### config.mk
export PLATFORM = sky130hd
export DESIGN_NAME = rtst_seconds_trim
export DESIGN_NICKNAME = d
export VERILOG_FILES = /design/src/rtst_pkg.sv /design/src/rtst_seconds_trim.sv /design/src/rtst_bcd_digit.sv
export VERILOG_INCLUDE_DIRS = /design/src
export SDC_FILE = /design/constraint.sdc
export NUM_CORES = 1
export LEC_CHECK = 0
export BUFFER_PORTS_ARGS = -buffer_cell sky130_fd_sc_hd__buf_2
export CORE_MARGIN = 2
export CORE_UTILIZATION = 54
export DETAILED_ROUTE_END_ITERATION = 8
export PLACE_DENSITY_LB_ADDON = 0.15
export SETUP_SLACK_MARGIN = 0.05
export SYNTH_ARGS = -nofsm -noshare
export SYNTH_HDL_FRONTEND = slang
export SYNTH_HIERARCHICAL = 1
export SYNTH_SLANG_ARGS = --single-unit
export TNS_END_PERCENT = 50
### constraint.sdc
create_clock -name clk -period 3.29 [get_ports clk]
set_input_delay 0.1645 -clock clk [delete_from_list [all_inputs] [get_ports clk]]
set_output_delay 0.1645 -clock clk [all_outputs]
set_load 0.05 [all_outputs]
### src/rtst_cfg.svh
`ifndef RTST_CFG_SVH
`define RTST_CFG_SVH
// Register offsets.
`define RTST_OFF_CTRL      8'h00
`define RTST_OFF_TRIM      8'h01
`define RTST_OFF_SEC       8'h02
// Control register bit positions.
`define RTST_CTRL_HALT     7
`define RTST_CTRL_AFLAG    6
`define RTST_CTRL_CFLAG    5
`define RTST_CTRL_AEN      4
`define RTST_CTRL_TRIM     2
`define RTST_CTRL_WRITE    1
`define RTST_CTRL_READ     0
// Trim register fields.
`define RTST_TRIM_SIGN     5
`define RTST_TRIM_CODE_W   5
// Reset values.
`define RTST_CTRL_RST      8'h00
`define RTST_TRIM_RST      8'h00
`define RTST_SEC_RST       8'h00
// Timebase: crystal ticks per second and nominal trim step in ticks.
`define RTST_XTAL_HZ       32768
`define RTST_TRIM_STEP     16'h0002
`endif

### src/rtst_pkg.sv
package rtst_pkg;
  typedef logic [7:0] rtst_byte_t;
  typedef enum logic [1:0] {
    RTST_SEL_CTRL = 2'b00,
    RTST_SEL_TRIM = 2'b01,
    RTST_SEL_SEC  = 2'b10,
    RTST_SEL_NONE = 2'b11
  } rtst_sel_e;
endpackage

### src/rtst_seconds_trim.sv
`timescale 1ns/1ps
`include "rtst_cfg.svh"
////////////////////////////////////////////////////////////////////////////////
module rtst_seconds_trim
  import rtst_pkg::*;
#(
  parameter int unsigned TICKS_PER_SEC = `RTST_XTAL_HZ
) (
  input  wire logic       clk,
  input  wire logic       rst,
  input  wire logic       xtal_tick,
  input  wire logic       reg_wr,
  input  wire logic       reg_rd,
  input  wire logic [7:0] reg_addr,
  input  wire logic [7:0] reg_wdata,
  output logic [7:0]      reg_rdata,
  output logic            reg_ack,
  output logic            second_pulse
);
  //////////////////////////////////////////////////////////////////////////////
  // Input synchroniser for the crystal tick, which is off this clock.
  logic tick_m;
  logic tick_s;
  logic tick_d;
  logic tick_rise;

  always_ff @(posedge clk or posedge rst) begin
    if (rst) begin
      tick_m <= 1'b0;
      tick_s <= 1'b0;
      tick_d <= 1'b0;
    end else begin
      tick_m <= xtal_tick;
      tick_s <= tick_m;
      tick_d <= tick_s;
    end
  end
  assign tick_rise = tick_s && !tick_d;

  //////////////////////////////////////////////////////////////////////////////
  // Register decode.
  rtst_sel_e sel;
  always_comb begin
    case (reg_addr)
      `RTST_OFF_CTRL: sel = RTST_SEL_CTRL;
      `RTST_OFF_TRIM: sel = RTST_SEL_TRIM;
      `RTST_OFF_SEC:  sel = RTST_SEL_SEC;
      default:        sel = RTST_SEL_NONE;
    endcase
  end

  //////////////////////////////////////////////////////////////////////////////
  // Control and trim registers.
  logic [7:0]  ctrl;
  logic [7:0]  trim;
  logic [7:0]  next_ctrl;
  logic [7:0]  next_trim;
  logic        trim_mode;
  logic        halted;
  logic        freeze;
  logic        wr_ctrl;
  logic        wr_trim;
  logic        wr_sec;

  assign trim_mode = ctrl[`RTST_CTRL_TRIM];
  assign halted    = ctrl[`RTST_CTRL_HALT];
  assign freeze    = ctrl[`RTST_CTRL_WRITE];
  assign wr_ctrl   = reg_wr && (sel == RTST_SEL_CTRL);
  assign wr_trim   = reg_wr && (sel == RTST_SEL_TRIM);
  assign wr_sec    = reg_wr && (sel == RTST_SEL_SEC);

  // Reserved bit 3 always reads zero; trim bits gated by trim mode.
  always_comb begin
    next_ctrl = ctrl;
    next_trim = trim;
    if (wr_ctrl) begin
      next_ctrl = reg_wdata & 8'hF7;
    end
    if (wr_trim && trim_mode) begin
      next_trim = reg_wdata & 8'h3F;
    end
  end

  always_ff @(posedge clk or posedge rst) begin
    if (rst) begin
      ctrl <= `RTST_CTRL_RST;
      trim <= `RTST_TRIM_RST;
    end else begin
      ctrl <= next_ctrl;
      trim <= next_trim;
    end
  end

  //////////////////////////////////////////////////////////////////////////////
  // Trimmed timebase: the code scales a tick offset per second.
  logic [15:0] tb_cnt;
  logic [15:0] next_tb_cnt;
  logic [15:0] tb_top;
  logic [15:0] trim_amt;
  logic        sec_tick;

  assign trim_amt = 16'(trim[`RTST_TRIM_CODE_W-1:0]) *
                    `RTST_TRIM_STEP;
  // A set sign bit shortens the second, so the clock runs faster.
  assign tb_top = trim[`RTST_TRIM_SIGN] ?
                  16'(TICKS_PER_SEC - 1) - trim_amt :
                  16'(TICKS_PER_SEC - 1) + trim_amt;
  assign sec_tick = tick_rise && !halted && (tb_cnt >= tb_top);

  always_comb begin
    next_tb_cnt = tb_cnt;
    if (wr_sec) begin
      next_tb_cnt = 16'h0000;
    end else if (tick_rise && !halted) begin
      next_tb_cnt = sec_tick ? 16'h0000 : tb_cnt + 16'h0001;
    end
  end

  always_ff @(posedge clk or posedge rst) begin
    if (rst) begin
      tb_cnt <= 16'h0000;
    end else begin
      tb_cnt <= next_tb_cnt;
    end
  end

  //////////////////////////////////////////////////////////////////////////////
  // Seconds counter as two BCD digits; writes clamp illegal digits.
  logic [3:0] sec_units;
  logic [3:0] sec_tens;
  logic       units_wrap;
  logic       tens_wrap;
  logic [3:0] ld_units;
  logic [3:0] ld_tens;

  // Out-of-range digits are forced to their top so 59 is never exceeded.
  assign ld_units = (reg_wdata[3:0] > 4'h9) ? 4'h9 : reg_wdata[3:0];
  assign ld_tens  = (reg_wdata[6:4] > 3'h5) ? 4'h5 : {1'b0, reg_wdata[6:4]};

  rtst_bcd_digit #(.TOP(4'h9)) u_units (
    .clk      (clk),
    .rst      (rst),
    .load     (wr_sec),
    .load_val (ld_units),
    .inc      (sec_tick),
    .value    (sec_units),
    .wrap     (units_wrap)
  );

  rtst_bcd_digit #(.TOP(4'h5)) u_tens (
    .clk      (clk),
    .rst      (rst),
    .load     (wr_sec),
    .load_val (ld_tens),
    .inc      (units_wrap),
    .value    (sec_tens),
    .wrap     (tens_wrap)
  );

  //////////////////////////////////////////////////////////////////////////////
  // Capture image: frozen while the read bit is set, so reads stay coherent.
  logic [7:0] sec_img;
  logic [7:0] next_sec_img;
  logic       read_hold;

  assign read_hold = ctrl[`RTST_CTRL_READ];
  always_comb begin
    next_sec_img = sec_img;
    // While the bit is clear the image tracks the digits, so the write
    // that sets it captures the value of that very cycle.
    if (!read_hold) begin
      next_sec_img = {1'b0, sec_tens[2:0], sec_units};
    end
  end

  //////////////////////////////////////////////////////////////////////////////
  // Read data, acknowledge and second pulse, all registered.
  logic [7:0] next_rdata;
  logic       next_pulse;

  always_comb begin
    case (sel)
      RTST_SEL_CTRL: next_rdata = ctrl;
      RTST_SEL_TRIM: next_rdata = trim;
      RTST_SEL_SEC:  next_rdata = sec_img;
      default:       next_rdata = 8'h00;
    endcase
    if (!reg_rd) begin
      next_rdata = reg_rdata;
    end
    next_pulse = sec_tick && !freeze;
  end

  always_ff @(posedge clk or posedge rst) begin
    if (rst) begin
      sec_img      <= `RTST_SEC_RST;
      reg_rdata    <= 8'h00;
      reg_ack      <= 1'b0;
      second_pulse <= 1'b0;
    end else begin
      sec_img      <= next_sec_img;
      reg_rdata    <= next_rdata;
      reg_ack      <= reg_wr || reg_rd;
      second_pulse <= next_pulse;
    end
  end
endmodule // rtst_seconds_trim

### src/rtst_bcd_digit.sv
`timescale 1ns/1ps
// One BCD digit with load, increment and a programmable top value.
module rtst_bcd_digit
  import rtst_pkg::*;
#(
  parameter logic [3:0] TOP = 4'h9
) (
  input  wire logic       clk,
  input  wire logic       rst,
  input  wire logic       load,
  input  wire logic [3:0] load_val,
  input  wire logic       inc,
  output logic [3:0]      value,
  output logic            wrap
);
  logic [3:0] next_value;

  // Wrap is combinational so the next digit steps in the same cycle.
  assign wrap = inc && (value == TOP);

  // Load wins over counting so a host write is never lost.
  always_comb begin
    next_value = value;
    if (load) begin
      next_value = load_val;
    end else if (inc) begin
      next_value = (value >= TOP) ? 4'h0 : value + 4'h1;
    end
  end

  always_ff @(posedge clk or posedge rst) begin
    if (rst) begin
      value <= 4'h0;
    end else begin
      value <= next_value;
    end
  end
endmodule // rtst_bcd_digit

# ---- After elaboration in Yosys (flattened, before gate mapping)
# Cells that the tools add are included.
dict set report totals {
  out_inout_bits 10
  elab_cells 59
  regBits 57
  input_bits 21
}
dict set report op_classes {
  eq_ne 5
  add_sub_neg 5
  order_cmp 5
  muxes 14
  reduce_logical 18
}
# cell count
set ops {}
lappend ops {{$mux 16} 4}
lappend ops {{$mux 4} 7}
lappend ops {{$pmux 8 s3} 1}
lappend ops {{$add 15x6->16 const A} 1}
lappend ops {{$add 16x1->16 const B} 1}
lappend ops {{$ge 16x16->1} 1}
lappend ops {{$sub 15x6->16 const A} 1}
lappend ops {{$logic_and 1x1->1} 9}
lappend ops {{$add 4x1->4 const B} 2}
lappend ops {{$eq 8x1->1 const B} 1}
lappend ops {{$eq 8x2->1 const B} 1}
lappend ops {{$logic_not 8->1} 1}
lappend ops {{$pmux 2 s3} 1}
lappend ops {{$reduce_bool 2->1} 3}
lappend ops {{$eq 4x4->1 const B} 1}
lappend ops {{$ge 4x3->1 const B} 1}
lappend ops {{$ge 4x4->1 const B} 1}
lappend ops {{$gt 4x4->1 const B} 1}
lappend ops {{$gt 3x3->1 const B} 1}
lappend ops {{$logic_not 1->1} 3}
lappend ops {{$mux 3} 1}
lappend ops {{$eq 2x1->1 const B} 1}
lappend ops {{$eq 2x2->1 const B} 1}
lappend ops {{$logic_not 2->1} 1}
lappend ops {{$logic_or 1x1->1} 1}

# ---- Longest topological paths before layout
# Gate-level depths: netlist (run 1).
dict set report logic_depth {
  ltp_word 7
  ltp_mapped 16
  ltp_nobuf 15
}

# ---- By module
# The synthesis (run 1) kept the hierarchy.
# module seq_area_each_um2 cells_each n_inst area_per_inst_um2
set by_module_without_submodules {}
lappend by_module_without_submodules {rtst_seconds_trim 1226.2 273 1 2934.1}
lappend by_module_without_submodules {{rtst_bcd_digit at u_tens} 100.1 29 1 291.5}
lappend by_module_without_submodules {{rtst_bcd_digit at u_units} 100.1 32 1 280.3}

# ---- Worst setup path before layout (run 1)
# No wires, ideal clock.
dict set report synth_timing {
  path_kind {flip-flop to flip-flop}
  startpoint {register trim[0]}
  endpoint {register u_tens.value[3]}
  stages_incl_launch_ff 17
  required_time_ns 3.198
  slack_ns -0.297
  t_arrival_ns 3.495
  setup_time_ns 0.092
  path_buffers 1
  synth_period_minus_slack_ns 3.587
  path_cell_list {dfrtp_1 inv_1 ha_1 nand2_1 inv_1 ha_1 mux2_2 ha_1 nand2_1 nor4_1 a22oi_2 a21oi_2 buf_4 and4b_1 nand2b_2 or4b_4 o31ai_2}
}
dict set report synth_between {
  elab_chain_len 6
  word_cells_on_any_way 7
  cone_classes {add/sub (2); order compare (1); mux (1); reduce/logical (3)}
}
# item line_no
set synth_rtl {}
lappend synth_rtl {{from (decl)} rtst_seconds_trim.sv:55} ;# logic [7:0] trim;
lappend synth_rtl {{from (signal assigned)} rtst_seconds_trim.sv:87} ;# trim <= `RTST_TRIM_RST;
lappend synth_rtl {{from (signal assigned)} rtst_seconds_trim.sv:90} ;# trim <= next_trim;
lappend synth_rtl {{$add 15x6->16 / $sub 15x6->16 (equally long branches)} {rtst_seconds_trim.sv:107, rtst_seconds_trim.sv:106}}
lappend synth_rtl {{$mux 16 *} rtst_seconds_trim.sv:105} ;# assign tb_top = trim[`RTST_TRIM_SIGN] ?
lappend synth_rtl {{$ge 16x16->1 *} rtst_seconds_trim.sv:108} ;# assign sec_tick = tick_rise && !halted && (tb_cnt >= tb_top);
lappend synth_rtl {{$logic_and 1x1->1 *} rtst_seconds_trim.sv:108}
lappend synth_rtl {{net sec_tick} rtst_seconds_trim.sv:100} ;# logic sec_tick;
lappend synth_rtl {{$logic_and 1x1->1 *} rtst_bcd_digit.sv:19} ;# assign wrap = inc && (value == TOP);
lappend synth_rtl {{net units_wrap} rtst_seconds_trim.sv:131} ;# logic units_wrap;
lappend synth_rtl {{$reduce_bool 2->1 (no source line) *} --}
lappend synth_rtl {{to (signal assigned)} rtst_bcd_digit.sv:35} ;# value <= next_value;
lappend synth_rtl {{to (decl)} rtst_bcd_digit.sv:13} ;# output logic [3:0] value,
# The timed path passes the listed nets; every way through them passes the cells marked *.
# A chain may end at the register's enable or synchronous reset.

# ---- Worst setup path after layout (run 1)
dict set report layout_timing {
  startpoint {register trim[0]}
  endpoint {register u_tens.value[3]}
}
dict set report layout_between {
  elab_chain_len 6
  word_cells_on_any_way 7
  cone_classes {add/sub (2); order compare (1); mux (1); reduce/logical (3)}
}
# item line_no
set layout_rtl {}
lappend layout_rtl {{$add 15x6->16 / $sub 15x6->16 (equally long branches)} {rtst_seconds_trim.sv:107, rtst_seconds_trim.sv:106}}
lappend layout_rtl {{$mux 16 *} rtst_seconds_trim.sv:105}
lappend layout_rtl {{$ge 16x16->1 *} rtst_seconds_trim.sv:108}
lappend layout_rtl {{$logic_and 1x1->1 *} rtst_seconds_trim.sv:108}
lappend layout_rtl {{$logic_and 1x1->1 *} rtst_bcd_digit.sv:19}
lappend layout_rtl {{net units_wrap} rtst_seconds_trim.sv:131}
lappend layout_rtl {{$reduce_bool 2->1 (no source line) *} --}
# Marked as above.

==> metrics.md, run 1 <==
| Metric | Value |
|---|---|
| Status | `complete, no violations` |
| Least-Margin Pin Slew | `1.02 ns` |
| Worst skew pair latency | `0.34 ns` |
| Crit-path cells | `inv_2 -> ha_4 -> nand2_4 -> inv_2 -> ha_4 -> mux2_4 -> ha_4 -> nand2_4 -> nor4_4 -> a22oi_2 -> a21oi_2 -> and4b_2 -> nand2b_4 -> or4b_4 -> o31ai_4` |
| WHS Endpoint | `ctrl[7]` |
| Commonest cells after routing, fill and taps aside | `57 x dfrtp_1, 30 x buf_2, 23 x inv_1` |
| Clock root cell | `clkbuf_8` |
| Final Cycle Share | `97.5%` |
| Max cap viols | `0` |
| Die Wd | `84.5 um` |
| Routed wire per std cell | `16.8 um` |
| Slowest CP cell | `or4b_4` |
| N_diodes | `0` |
| Hold path startpoint | `reg_wdata[7]` |
| Pre-Repair DR Iteration Count | `4` |
| Port bufs | `30` |
| RR Startpoint | `trim[0]` |
| Synth Warn # | `6` |
| DRC viols | `0` |
| CTS Buf Count | `9` |
| GPL Wtd Cong | `0.867` |
| Num rows | `29` |
| Period minus WS final | `3.21 ns` |
| Hold Path Depth | `2` |
| # setup viols final | `0` |
| Die area | `7140 um2` |
| WP data arrival | `3.46 ns` |
| Fin nets | `421` |
| R2R depth | `15` |
| Leak | `1.92 nW` |
| DR iter-0 viols | `154` |
| Mapped Area | `3500 um2` |
| Total I/O pin count | `31` |
| Crit start category | `register` |
| Fin. Hold Viols | `0` |
| Via count | `2618` |
| Post-DRT Antenna Nets | `0` |
| Final Instance Count excl. Fillers | `458` |
| Clock-pin slew on the worst setup and hold paths | `0.07 ns` |
| Congestion Overflow GR | `0` |
| Starting Density | `55.4%` |
| Commonest non-fill, non-tap cell in the layout | `dfrtp_1` |
| CTS tree | `done` |
| CP Data Required Time | `3.55 ns` |
| Post-DP HPWL | `5610 um` |
| Initial antenna violation count | `0` |
| Peak supply drop | `363 uV` |
| Vias in the first global route | `2691` |
| Pwr dens | `465 nW/um2` |
| CP max FO | `2` |
| Clock Path Buffers | `2` |
| Clock Skew | `0.00564 ns` |
| First-pass GRT wire length | `13200 um` |
| DRT Wirelength | `7680 um` |
| Crit Path Category | `register to register` |
| Vias per cell | `5.72` |
| Setup TNS | `0 ns` |
| H-Tree Depth | `3` |
| Average size of a mapped cell | `10.5 um2` |
| Reg-to-reg endpoint | `u_tens/value[3]` |
| Total power | `1.92 mW` |
| Critical path's largest stage delay | `0.51 ns` |
| Fin. max-slew vios | `0` |
| Hold Path Class | `primary input to register` |
| Net count after synthesis | `377` |
| DIE HEIGHT | `84.5 um` |
| CP most frequent cell | `ha_4` |
| Slew HR | `32.0%` |
| Worst R2R Setup Slack | `0.08 ns` |
| Layout area overhead | `17.8%` |
| # clock sinks | `57` |
| CORE AREA | `6310 um2` |
| Inst Count DP | `436` |
| Total track usage | `23.4%` |
| Largest net degree at the start of global routing | `50` |
| Cells after Synth | `332` |
| Peak Freq | `0.312 GHz` |
| Critical Path Sink Type | `register` |
| Share of cells above drive strength 1 | `31.2%` |
| RSZ-0062 raised after global routing | `true` |
-- sequential cells by signal (all words and copies together), names as in the netlist --
signal and flops:
tb_cnt 16, reg_rdata 8, ctrl 7, sec_img 7, trim 6, u_tens/value 4, u_units/value 4, reg_ack 1
second_pulse 1, tick_d 1, tick_m 1, tick_s 1
-- power breakdown --
group	total, mW	internal [mW]	switching (mW)
Clock	0.740	0.446	0.294
Combinational	0.311	0.136	0.175
Sequential	0.866	0.769	0.0979
Total	1.92	1.35	0.566
-- stage by stage --
step | util [%] | hold WS, ns | worst slack [ns] | area [um2]
finish | 65.3 | 0.0408 | 0.0836 | 4120
global route | 65.3 | 0.0420 | -0.0703 | 4120
CTS | 64.0 | 0.0325 | 0.0455 | 4040
detailed placement | 60.0 | 0.0737 | 0.0115 | 3790
global placement | 60.0 | 0.0752 | 0.140 | 3790
floorplan | - | -0.0694 | -0.131 | 3550
-- worst max-delay path: cells and delay by family (launching register included) --
family / cells / cell delay, ns
flops: 1 / 0.40
mux: 1 / 0.28
simple gates: 6 / 1.22
buf+inv: 2 / 0.14
fa+ha+maj: 3 / 0.61
compound gates: 3 / 0.48
-- routing by layer --
layer / GRT usage [%] / vias to the layer above / wire length [um]
met5: 0 / - / 0
met1: 31.8 / 1267 / 3640
li1: - / 1286 / -
met3: 5.70 / 13 / 320
met2: 36.7 / 52 / 3620
met4: 8.08 / 0 / 106
-- worst max-delay path by stage --
stage	startpoint	end	slack, ns	cells past startpoint
5_1_grt	trim[0]	u_tens/value[3]	-0.07	14
3_3_place_gp	trim[2]	u_tens/value[3]	0.14	14
4_1_cts	trim[0]	u_tens/value[3]	0.05	15
6_report	trim[0]	u_tens/value[3]	0.08	15
3_5_place_dp	trim[2]	u_tens/value[3]	0.01	14
2_1_floorplan	trim[0]	u_tens/value[3]	-0.13	16
-- area by class of cell --
type	instances	area, um2
Clock buffer	11	141
Clock inverter	5	78.8
Fill cell	525	2190
Inverter	27	101
Multi-Input combinational cell	234	1990
Sequential cell	57	1430
Tap cell	77	96.3
Timing Repair Buffer	47	283
-- timing repair --
action                     4_1_cts  5_1_grt
pin swaps                        1        6
setup buffers                    1        3
hold endpoints to repair         9        0
hold buffers                     2        0
setup endpoints to repair        2        8
gates resized for setup          1        9
(Power assumes the default switching activity.)
==> run 2, diff against run 1 <==
- HOLD_SLACK_MARGIN: default -> 0.12
==> run 2 against run 1 <==
Count of clock-buffer cells in the layout is the same. Utilization up 1.3 points. Sequential power barely moved. Non-clock buffer count rose by 8. Clock skew barely moved. Worst hold slack better by 0.10 ns. Fmax fell by 0.20%. Worst setup slack lost 0.0063 ns.
==> metrics.md, run 2 (synthesized netlist as in run 1, its figures left out) <==
| Metric | Value |
|---|---|
| CTS Buf Count | `9 (unchanged)` |
| Final Cycle Share | `97.6% (+0.19 points)` |
| Commonest cells after routing, fill and taps aside | `57 x dfrtp_1, 30 x buf_2, 23 x inv_1` |
| Peak Freq | `0.311 GHz (-0.20%)` |
| Top sig layer | `met4` |
| Total track usage | `23.6% (+0.25 points)` |
| Via count | `2647 (+1.1%)` |
| Post-DP HPWL | `5610 um (unchanged)` |
| Critical Path Sink Type | `register` |
| Vias in the first global route | `2729 (+1.4%)` |
| Clock-pin slew on the worst setup and hold paths | `0.07 ns (about the same)` |
| Post-DRT Antenna Nets | `0 (unchanged)` |
| Largest net degree at the start of global routing | `50 (unchanged)` |
| Pwr dens | `458 nW/um2 (-1.6%)` |
| DRT Wirelength | `7770 um (+1.2%)` |
| Fill cell count | `516 (-1.7%)` |
| Leak | `1.96 nW (+1.7%)` |
| Pre-Repair DR Iteration Count | `4 (unchanged)` |
| # setup viols final | `0 (unchanged)` |
| Clock root cell | `clkbuf_8` |
| DRC viols | `0 (unchanged)` |
| Met2 WL post-DR | `3630 um (+0.50%)` |
| Period minus WS final | `3.21 ns (+0.00629 ns)` |
| Starting Density | `55.4% (unchanged)` |
| H-Tree Depth | `3 (unchanged)` |
| Port bufs | `30 (unchanged)` |
| RSZ-0062 raised after global routing | `true` |
| Most flops, register | `tb_cnt` |
| Clock Path Buffers | `2 (unchanged)` |
| First-pass GRT wire length | `13400 um (+1.1%)` |
| CTS tree | `done` |
| Clock Skew | `0.00569 ns (+0.0000478 ns)` |
| Top Registers | `tb_cnt x16, reg_rdata x8` |
| CORE AREA | `6310 um2 (unchanged)` |
| Final Instance Count excl. Fillers | `466 (+1.7%)` |
| Hold Path Class | `primary input to register` |
| Setup TNS | `0 ns (unchanged)` |
| # clock sinks | `57 (unchanged)` |
| Fin nets | `429 (+1.9%)` |
| Worst skew pair latency | `0.34 ns (about the same)` |
| Inst Count DP | `436 (unchanged)` |
| Met3 Wirelength | `358 um (+12%)` |
| Congestion Overflow GR | `0 (unchanged)` |
| Peak supply drop | `361 uV (-0.68%)` |
| Status | `complete, no violations` |
| Initial antenna violation count | `0 (unchanged)` |
| Slew HR | `31.7% (-0.27 points)` |
| Crit start category | `register` |
| Wl on met1 | `3650 um (+0.36%)` |
| Fin. max-slew vios | `0 (unchanged)` |
| CP max FO | `2 (unchanged)` |
| WP data arrival | `3.47 ns (about the same)` |
| Max cap viols | `0 (unchanged)` |
| Crit Path Category | `register to register` |
| Layout area overhead | `20.1%` |
| Vias per cell | `5.68 (-0.63%)` |
| Total power | `1.92 mW (+0.33%)` |
| Hold slack final | `0.143 ns (+0.102 ns)` |
| Max FFs per register | `16 (unchanged)` |
| Least-Margin Pin Slew | `1.02 ns (+0.00406 ns)` |
| Share of cells above drive strength 1 | `30.6% (-0.64 points)` |
| Routed wire per std cell | `16.7 um (-0.58%)` |
| CP Data Required Time | `3.55 ns (about the same)` |
| Num rows | `29 (unchanged)` |
| Die area | `7140 um2 (unchanged)` |
| DIE HEIGHT | `84.5 um (unchanged)` |
| N_diodes | `0 (unchanged)` |
| DR iter-0 viols | `172 (+12%)` |
| Total I/O pin count | `31 (unchanged)` |
| Die Wd | `84.5 um (unchanged)` |
| GPL Wtd Cong | `0.867 (unchanged)` |
| Fin. Hold Viols | `0 (unchanged)` |
| Commonest non-fill, non-tap cell in the layout | `dfrtp_1` |
==> run 2: cell count changes in the layout (fill, tap and decap cells not counted), sizes merged <==
cell | previous run | this run
dlygate4sd3 | 2 | 10
==> run 2: worst max-delay path, cell delays in order (launching register included) <==
cell and delay (ns):
dfrtp_1 0.40, inv_2 0.08, ha_4 0.15, nand2_4 0.05
inv_2 0.06, ha_4 0.18, mux2_4 0.28, ha_4 0.28
nand2_4 0.05, nor4_4 0.27, a22oi_2 0.13, a21oi_2 0.16
and4b_2 0.28, nand2b_4 0.06, or4b_4 0.51, o31ai_4 0.19
==> run 2: per-stage QoR <==
step           instance area, um2  utilization, %  worst slack, ns
2_1_floorplan                3550               -           -0.131
4_1_cts                      4120            65.3           0.0455
3_3_place_gp                 3790            60.0            0.140
6_report                     4200            66.5           0.0773
3_5_place_dp                 3790            60.0           0.0115
5_1_grt                      4200            66.5          -0.0703
==> run 2: what timing repair did <==
item                                    4_1_cts  5_1_grt
setup buffers                                 1        3
endpoints found under the setup margin        2        8
hold endpoints to repair                     23        0
hold buffers                                 10        0
gates resized for setup                       1        9
pin swaps                                     1        6
==> run 2: layout make-up <==
class	count	area, um2	share of cell area [%]
repair buffers	55	363	8.64
clock buffers	11	141	3.37
multi-input cells	234	1990	47.5
well taps	77	96.3	2.29
inverters	27	101	2.41
clock inverters	5	78.8	1.88
flip-flops and latches	57	1430	34.0
==> run 2: final timing paths <==
path                         startpoint                to  slack (ns)  depth (start not counted)
setup reg to reg                trim[0]   u_tens/value[3]        0.08                         15
hold / removal             reg_wdata[3]           trim[3]        0.14                          2
max in group asynchronous           rst         tb_cnt[9]        2.02                          3
min in group asynchronous           rst  u_units/value[2]        0.26                          3
setup / recovery                trim[0]   u_tens/value[3]        0.08                         15
hold reg to reg                  tick_m            tick_s        0.36                          0
==> run 2: routing by layer <==
metal	global-route usage, %	vias to the layer above
met2	37.2	58
met5	0	-
met4	8.08	0
li1	-	1302
met1	32.2	1275
met3	5.70	12
==> run 2: power breakdown <==
part	switching [mW]	internal (mW)
registers	0.0973	0.769
clock network	0.294	0.446
logic	0.175	0.142
total	0.566	1.36
==> run 3, diff against run 2 <==
- ABC_AREA: default -> 1
- CORE_UTILIZATION: 54 -> 55
- clock period: 3.29 -> 3.1 ns (I/O delays scaled with it)
==> run 3 against run 2 <==
Clock skew rose by 0.0044 ns. Critical endpoint unchanged. Die area fell by 1.7%. First-iteration DRC count fell by 9.9%. Critical path type unchanged. Power fell by 10%. Largest power group is now the clock network.
==> metrics.md, run 3 <==
| Metric | Value |
|---|---|
| Die area | `7020 um2 (-1.7%)` |
| Total power | `1.73 mW (-10%)` |
| Final worst setup slack | `0.264 ns (+0.187 ns)` |
| Cells after Synth | `463 (+39%)` |
| Worst R2R Setup Slack | `0.26 ns (+0.19 ns)` |
| Peak supply drop | `270 uV (-25%)` |
| GPL Wtd Cong | `0.866 (about the same)` |
| Seq pwr share | `45.6% (+0.6 points)` |
| CP Launch Point | `trim[1]` |
| Net count after synthesis | `508 (+35%)` |
| Most flops, register | `tb_cnt` |
| Clock Path Buffers | `2 (unchanged)` |
| Top Registers | `tb_cnt x16, reg_rdata x8` |
| Vias in the first global route | `2882 (+5.6%)` |
| Least-Margin Pin Slew | `1.04 ns (+0.0129 ns)` |
| Largest net degree at the start of global routing | `50 (unchanged)` |
| DRT Wirelength | `7790 um (+0.19%)` |
| Num rows | `29 (unchanged)` |
| Synth Warn # | `6 (unchanged)` |
| N_diodes | `0 (unchanged)` |
| Final Cell Area | `4100 um2 (-2.3%)` |
| DR iter-0 viols | `155 (-9.9%)` |
| Pre-Repair DR Iteration Count | `4 (unchanged)` |
| Commonest non-fill, non-tap cell in the layout | `nand2_1` |
| H-Tree Depth | `3 (unchanged)` |
| DIE HEIGHT | `83.8 um (-0.86%)` |
| Crit start category | `register` |
| Clock Skew | `0.0101 ns (+0.00439 ns)` |
| # clock sinks | `57 (unchanged)` |
| Share of cells above drive strength 1 | `17.6% (-13 points)` |
| Fin nets | `553 (+29%)` |
| Post-DRT Antenna Nets | `0 (unchanged)` |
| First-pass GRT wire length | `13200 um (-1.1%)` |
| CTS tree | `done` |
| CTS Buf Count | `9 (unchanged)` |
| Total track usage | `23.6% (-0.045 points)` |
| WP data arrival | `3.06 ns (-0.41 ns)` |
| Peak Freq | `0.353 GHz (+13%)` |
| Crit Path Category | `register to register` |
| Congestion Overflow GR | `0 (unchanged)` |
| Fin. max-slew vios | `0 (unchanged)` |
| Post-DP HPWL | `5680 um (+1.2%)` |
| Hold path startpoint | `reg_wr` |
| Setup crit end | `u_tens/value[3]` |
| Fin. Hold Viols | `0 (unchanged)` |
| Average size of a mapped cell | `7.56 um2 (-28%)` |
| Slew HR | `30.9% (-0.86 points)` |
| Leak | `2.12 nW (+8.4%)` |
| Inst Count DP | `563 (+29%)` |
| R2R depth | `21 (+6)` |
| Hold Path Class | `primary input to register` |
| Via count | `3052 (+15%)` |
| Layout area overhead | `17.2%` |
| Clock Power Share | `47.9% (+9.4 points)` |
| # setup viols final | `0 (unchanged)` |
| Total I/O pin count | `31 (unchanged)` |
| Starting Density | `56.1% (+0.66 points)` |
| Reg-to-reg endpoint | `u_tens/value[3]` |
| Die Wd | `83.8 um (-0.86%)` |
| Max FFs per register | `16 (unchanged)` |
| Routed wire per std cell | `13.2 um (-21%)` |
| Placement Setup Slack | `0.0126 ns (+0.00115 ns)` |
| Mapped Area | `3500 um2 (about the same)` |
| Critical Path Sink Type | `register` |
| Internal | `1.34 mW (-1.4%)` |
| Status | `complete, no violations` |
| Dpl cell area | `3700 um2 (-2.4%)` |
| Max cap viols | `0 (unchanged)` |
| Combinational Power Share | `6.5% (-10 points)` |
| Vias per cell | `5.18 (-8.8%)` |
| Period minus WS final | `2.84 ns (-0.377 ns)` |
| Clock-pin slew on the worst setup and hold paths | `0.07 ns (about the same)` |
| Sw Pwr | `0.394 mW (-30%)` |
| DRC viols | `0 (unchanged)` |
| CP max FO | `4 (+2)` |
| Commonest cells after routing, fill and taps aside | `134 x nand2_1, 61 x inv_1, 57 x dfrtp_1` |
| Final Cycle Share | `91.5% (-6.2 points)` |
| Final Instance Count excl. Fillers | `589 (+26%)` |
| RR Startpoint | `trim[1]` |
| Pwr dens | `422 nW/um2 (-7.8%)` |
| Clock root cell | `clkbuf_8` |
| CORE AREA | `6240 um2 (-1.1%)` |
| Switching portion of total power | `22.8% (-6.7 points)` |
| Worst skew pair latency | `0.34 ns (about the same)` |
| Initial antenna violation count | `0 (unchanged)` |
| RSZ-0062 raised after global routing | `true` |
| CP Data Required Time | `3.32 ns (-0.23 ns)` |
| Port bufs | `30 (unchanged)` |
| Finished Core Util | `65.7% (-0.79 points)` |
## run 3: changes by cell type in the layout (fill, tap and decap cells not counted), moves of 11 or more
cell | before | now
nand2_1 | 16 | 134
nor2_1 | 13 | 52
inv_1 | 23 | 61
mux2_1 | 12 | 0
buf_4 | 15 | 4
nor3_2 | 11 | 0
## run 3: repair_timing
| action | 4_1_cts | 5_1_grt |
|---|---|---|
| setup buffers | 0 | 3 |
| pin swaps | 0 | 13 |
| endpoints found under the setup margin | 4 | 8 |
| gates resized for setup | 1 | 23 |
| hold buffers | 8 | 0 |
| endpoints found under the hold margin | 18 | 0 |
## run 3: stage by stage
step	hold slack, ns	TNS, ns
after detailed placement	0.0687	0
after floorplan	-0.0789	0
after CTS	0.124	0
final	0.132	0
after global placement	0.0689	0
after global routing	0.135	-0.0922
## run 3: power by group through the flow
stage | clock, mW | sequential (mW) | combinational, mW
after floorplan | 0 | 0.799 | 0.0724
after global placement | 0 | 0.804 | 0.101
after detailed placement | 0 | 0.804 | 0.104
after CTS | 0.834 | 0.790 | 0.112
after global routing | 0.878 | 0.794 | 0.131
final | 0.829 | 0.790 | 0.112
## run 3: worst min path at each step
stage	to	slack (ns)	cells past startpoint
floorplan	u_tens/value[0]	-0.08	1
global placement	u_tens/value[3]	0.07	2
detailed placement	u_tens/value[3]	0.07	2
CTS	reg_ack	0.12	3
global route	reg_ack	0.14	3
finish	reg_ack	0.13	3
## run 3: per-layer routing
metal	global-route usage [%]	vias up	part of all wire (%)
met5	0	-	0
met4	9.53	0	2.5
met3	5.54	15	4.0
met2	36.7	62	46
met1	32.0	1418	47
li1	-	1557	-
## run 3: area by class of cell
class,count,area [um2]
fill,542,2140
multi-input combinational,332,1840
sequential,57,1430
timing repair buffer,42,260
inverter,66,248
clock buffer,9,124
clock inverter,6,108
tap,77,96.3
## run 3: worst max-delay path, stage by stage (launching register included)
cell     delay [ns]
dfrtp_1        0.41
inv_2          0.10
ha_4           0.14
nand2_2        0.06
nor2_2         0.11
ha_1           0.23
nand2_1        0.07
o21ai_1        0.07
ha_1           0.31
nand2_1        0.05
nor2_1         0.10
nand2_1        0.06
nand2_1        0.08
nand2_1        0.07
nand2_1        0.07
nand2_2        0.08
inv_2          0.08
nand2_2        0.06
nor3_4         0.23
nor2_4         0.07
a22oi_1        0.19
nand2_1        0.08
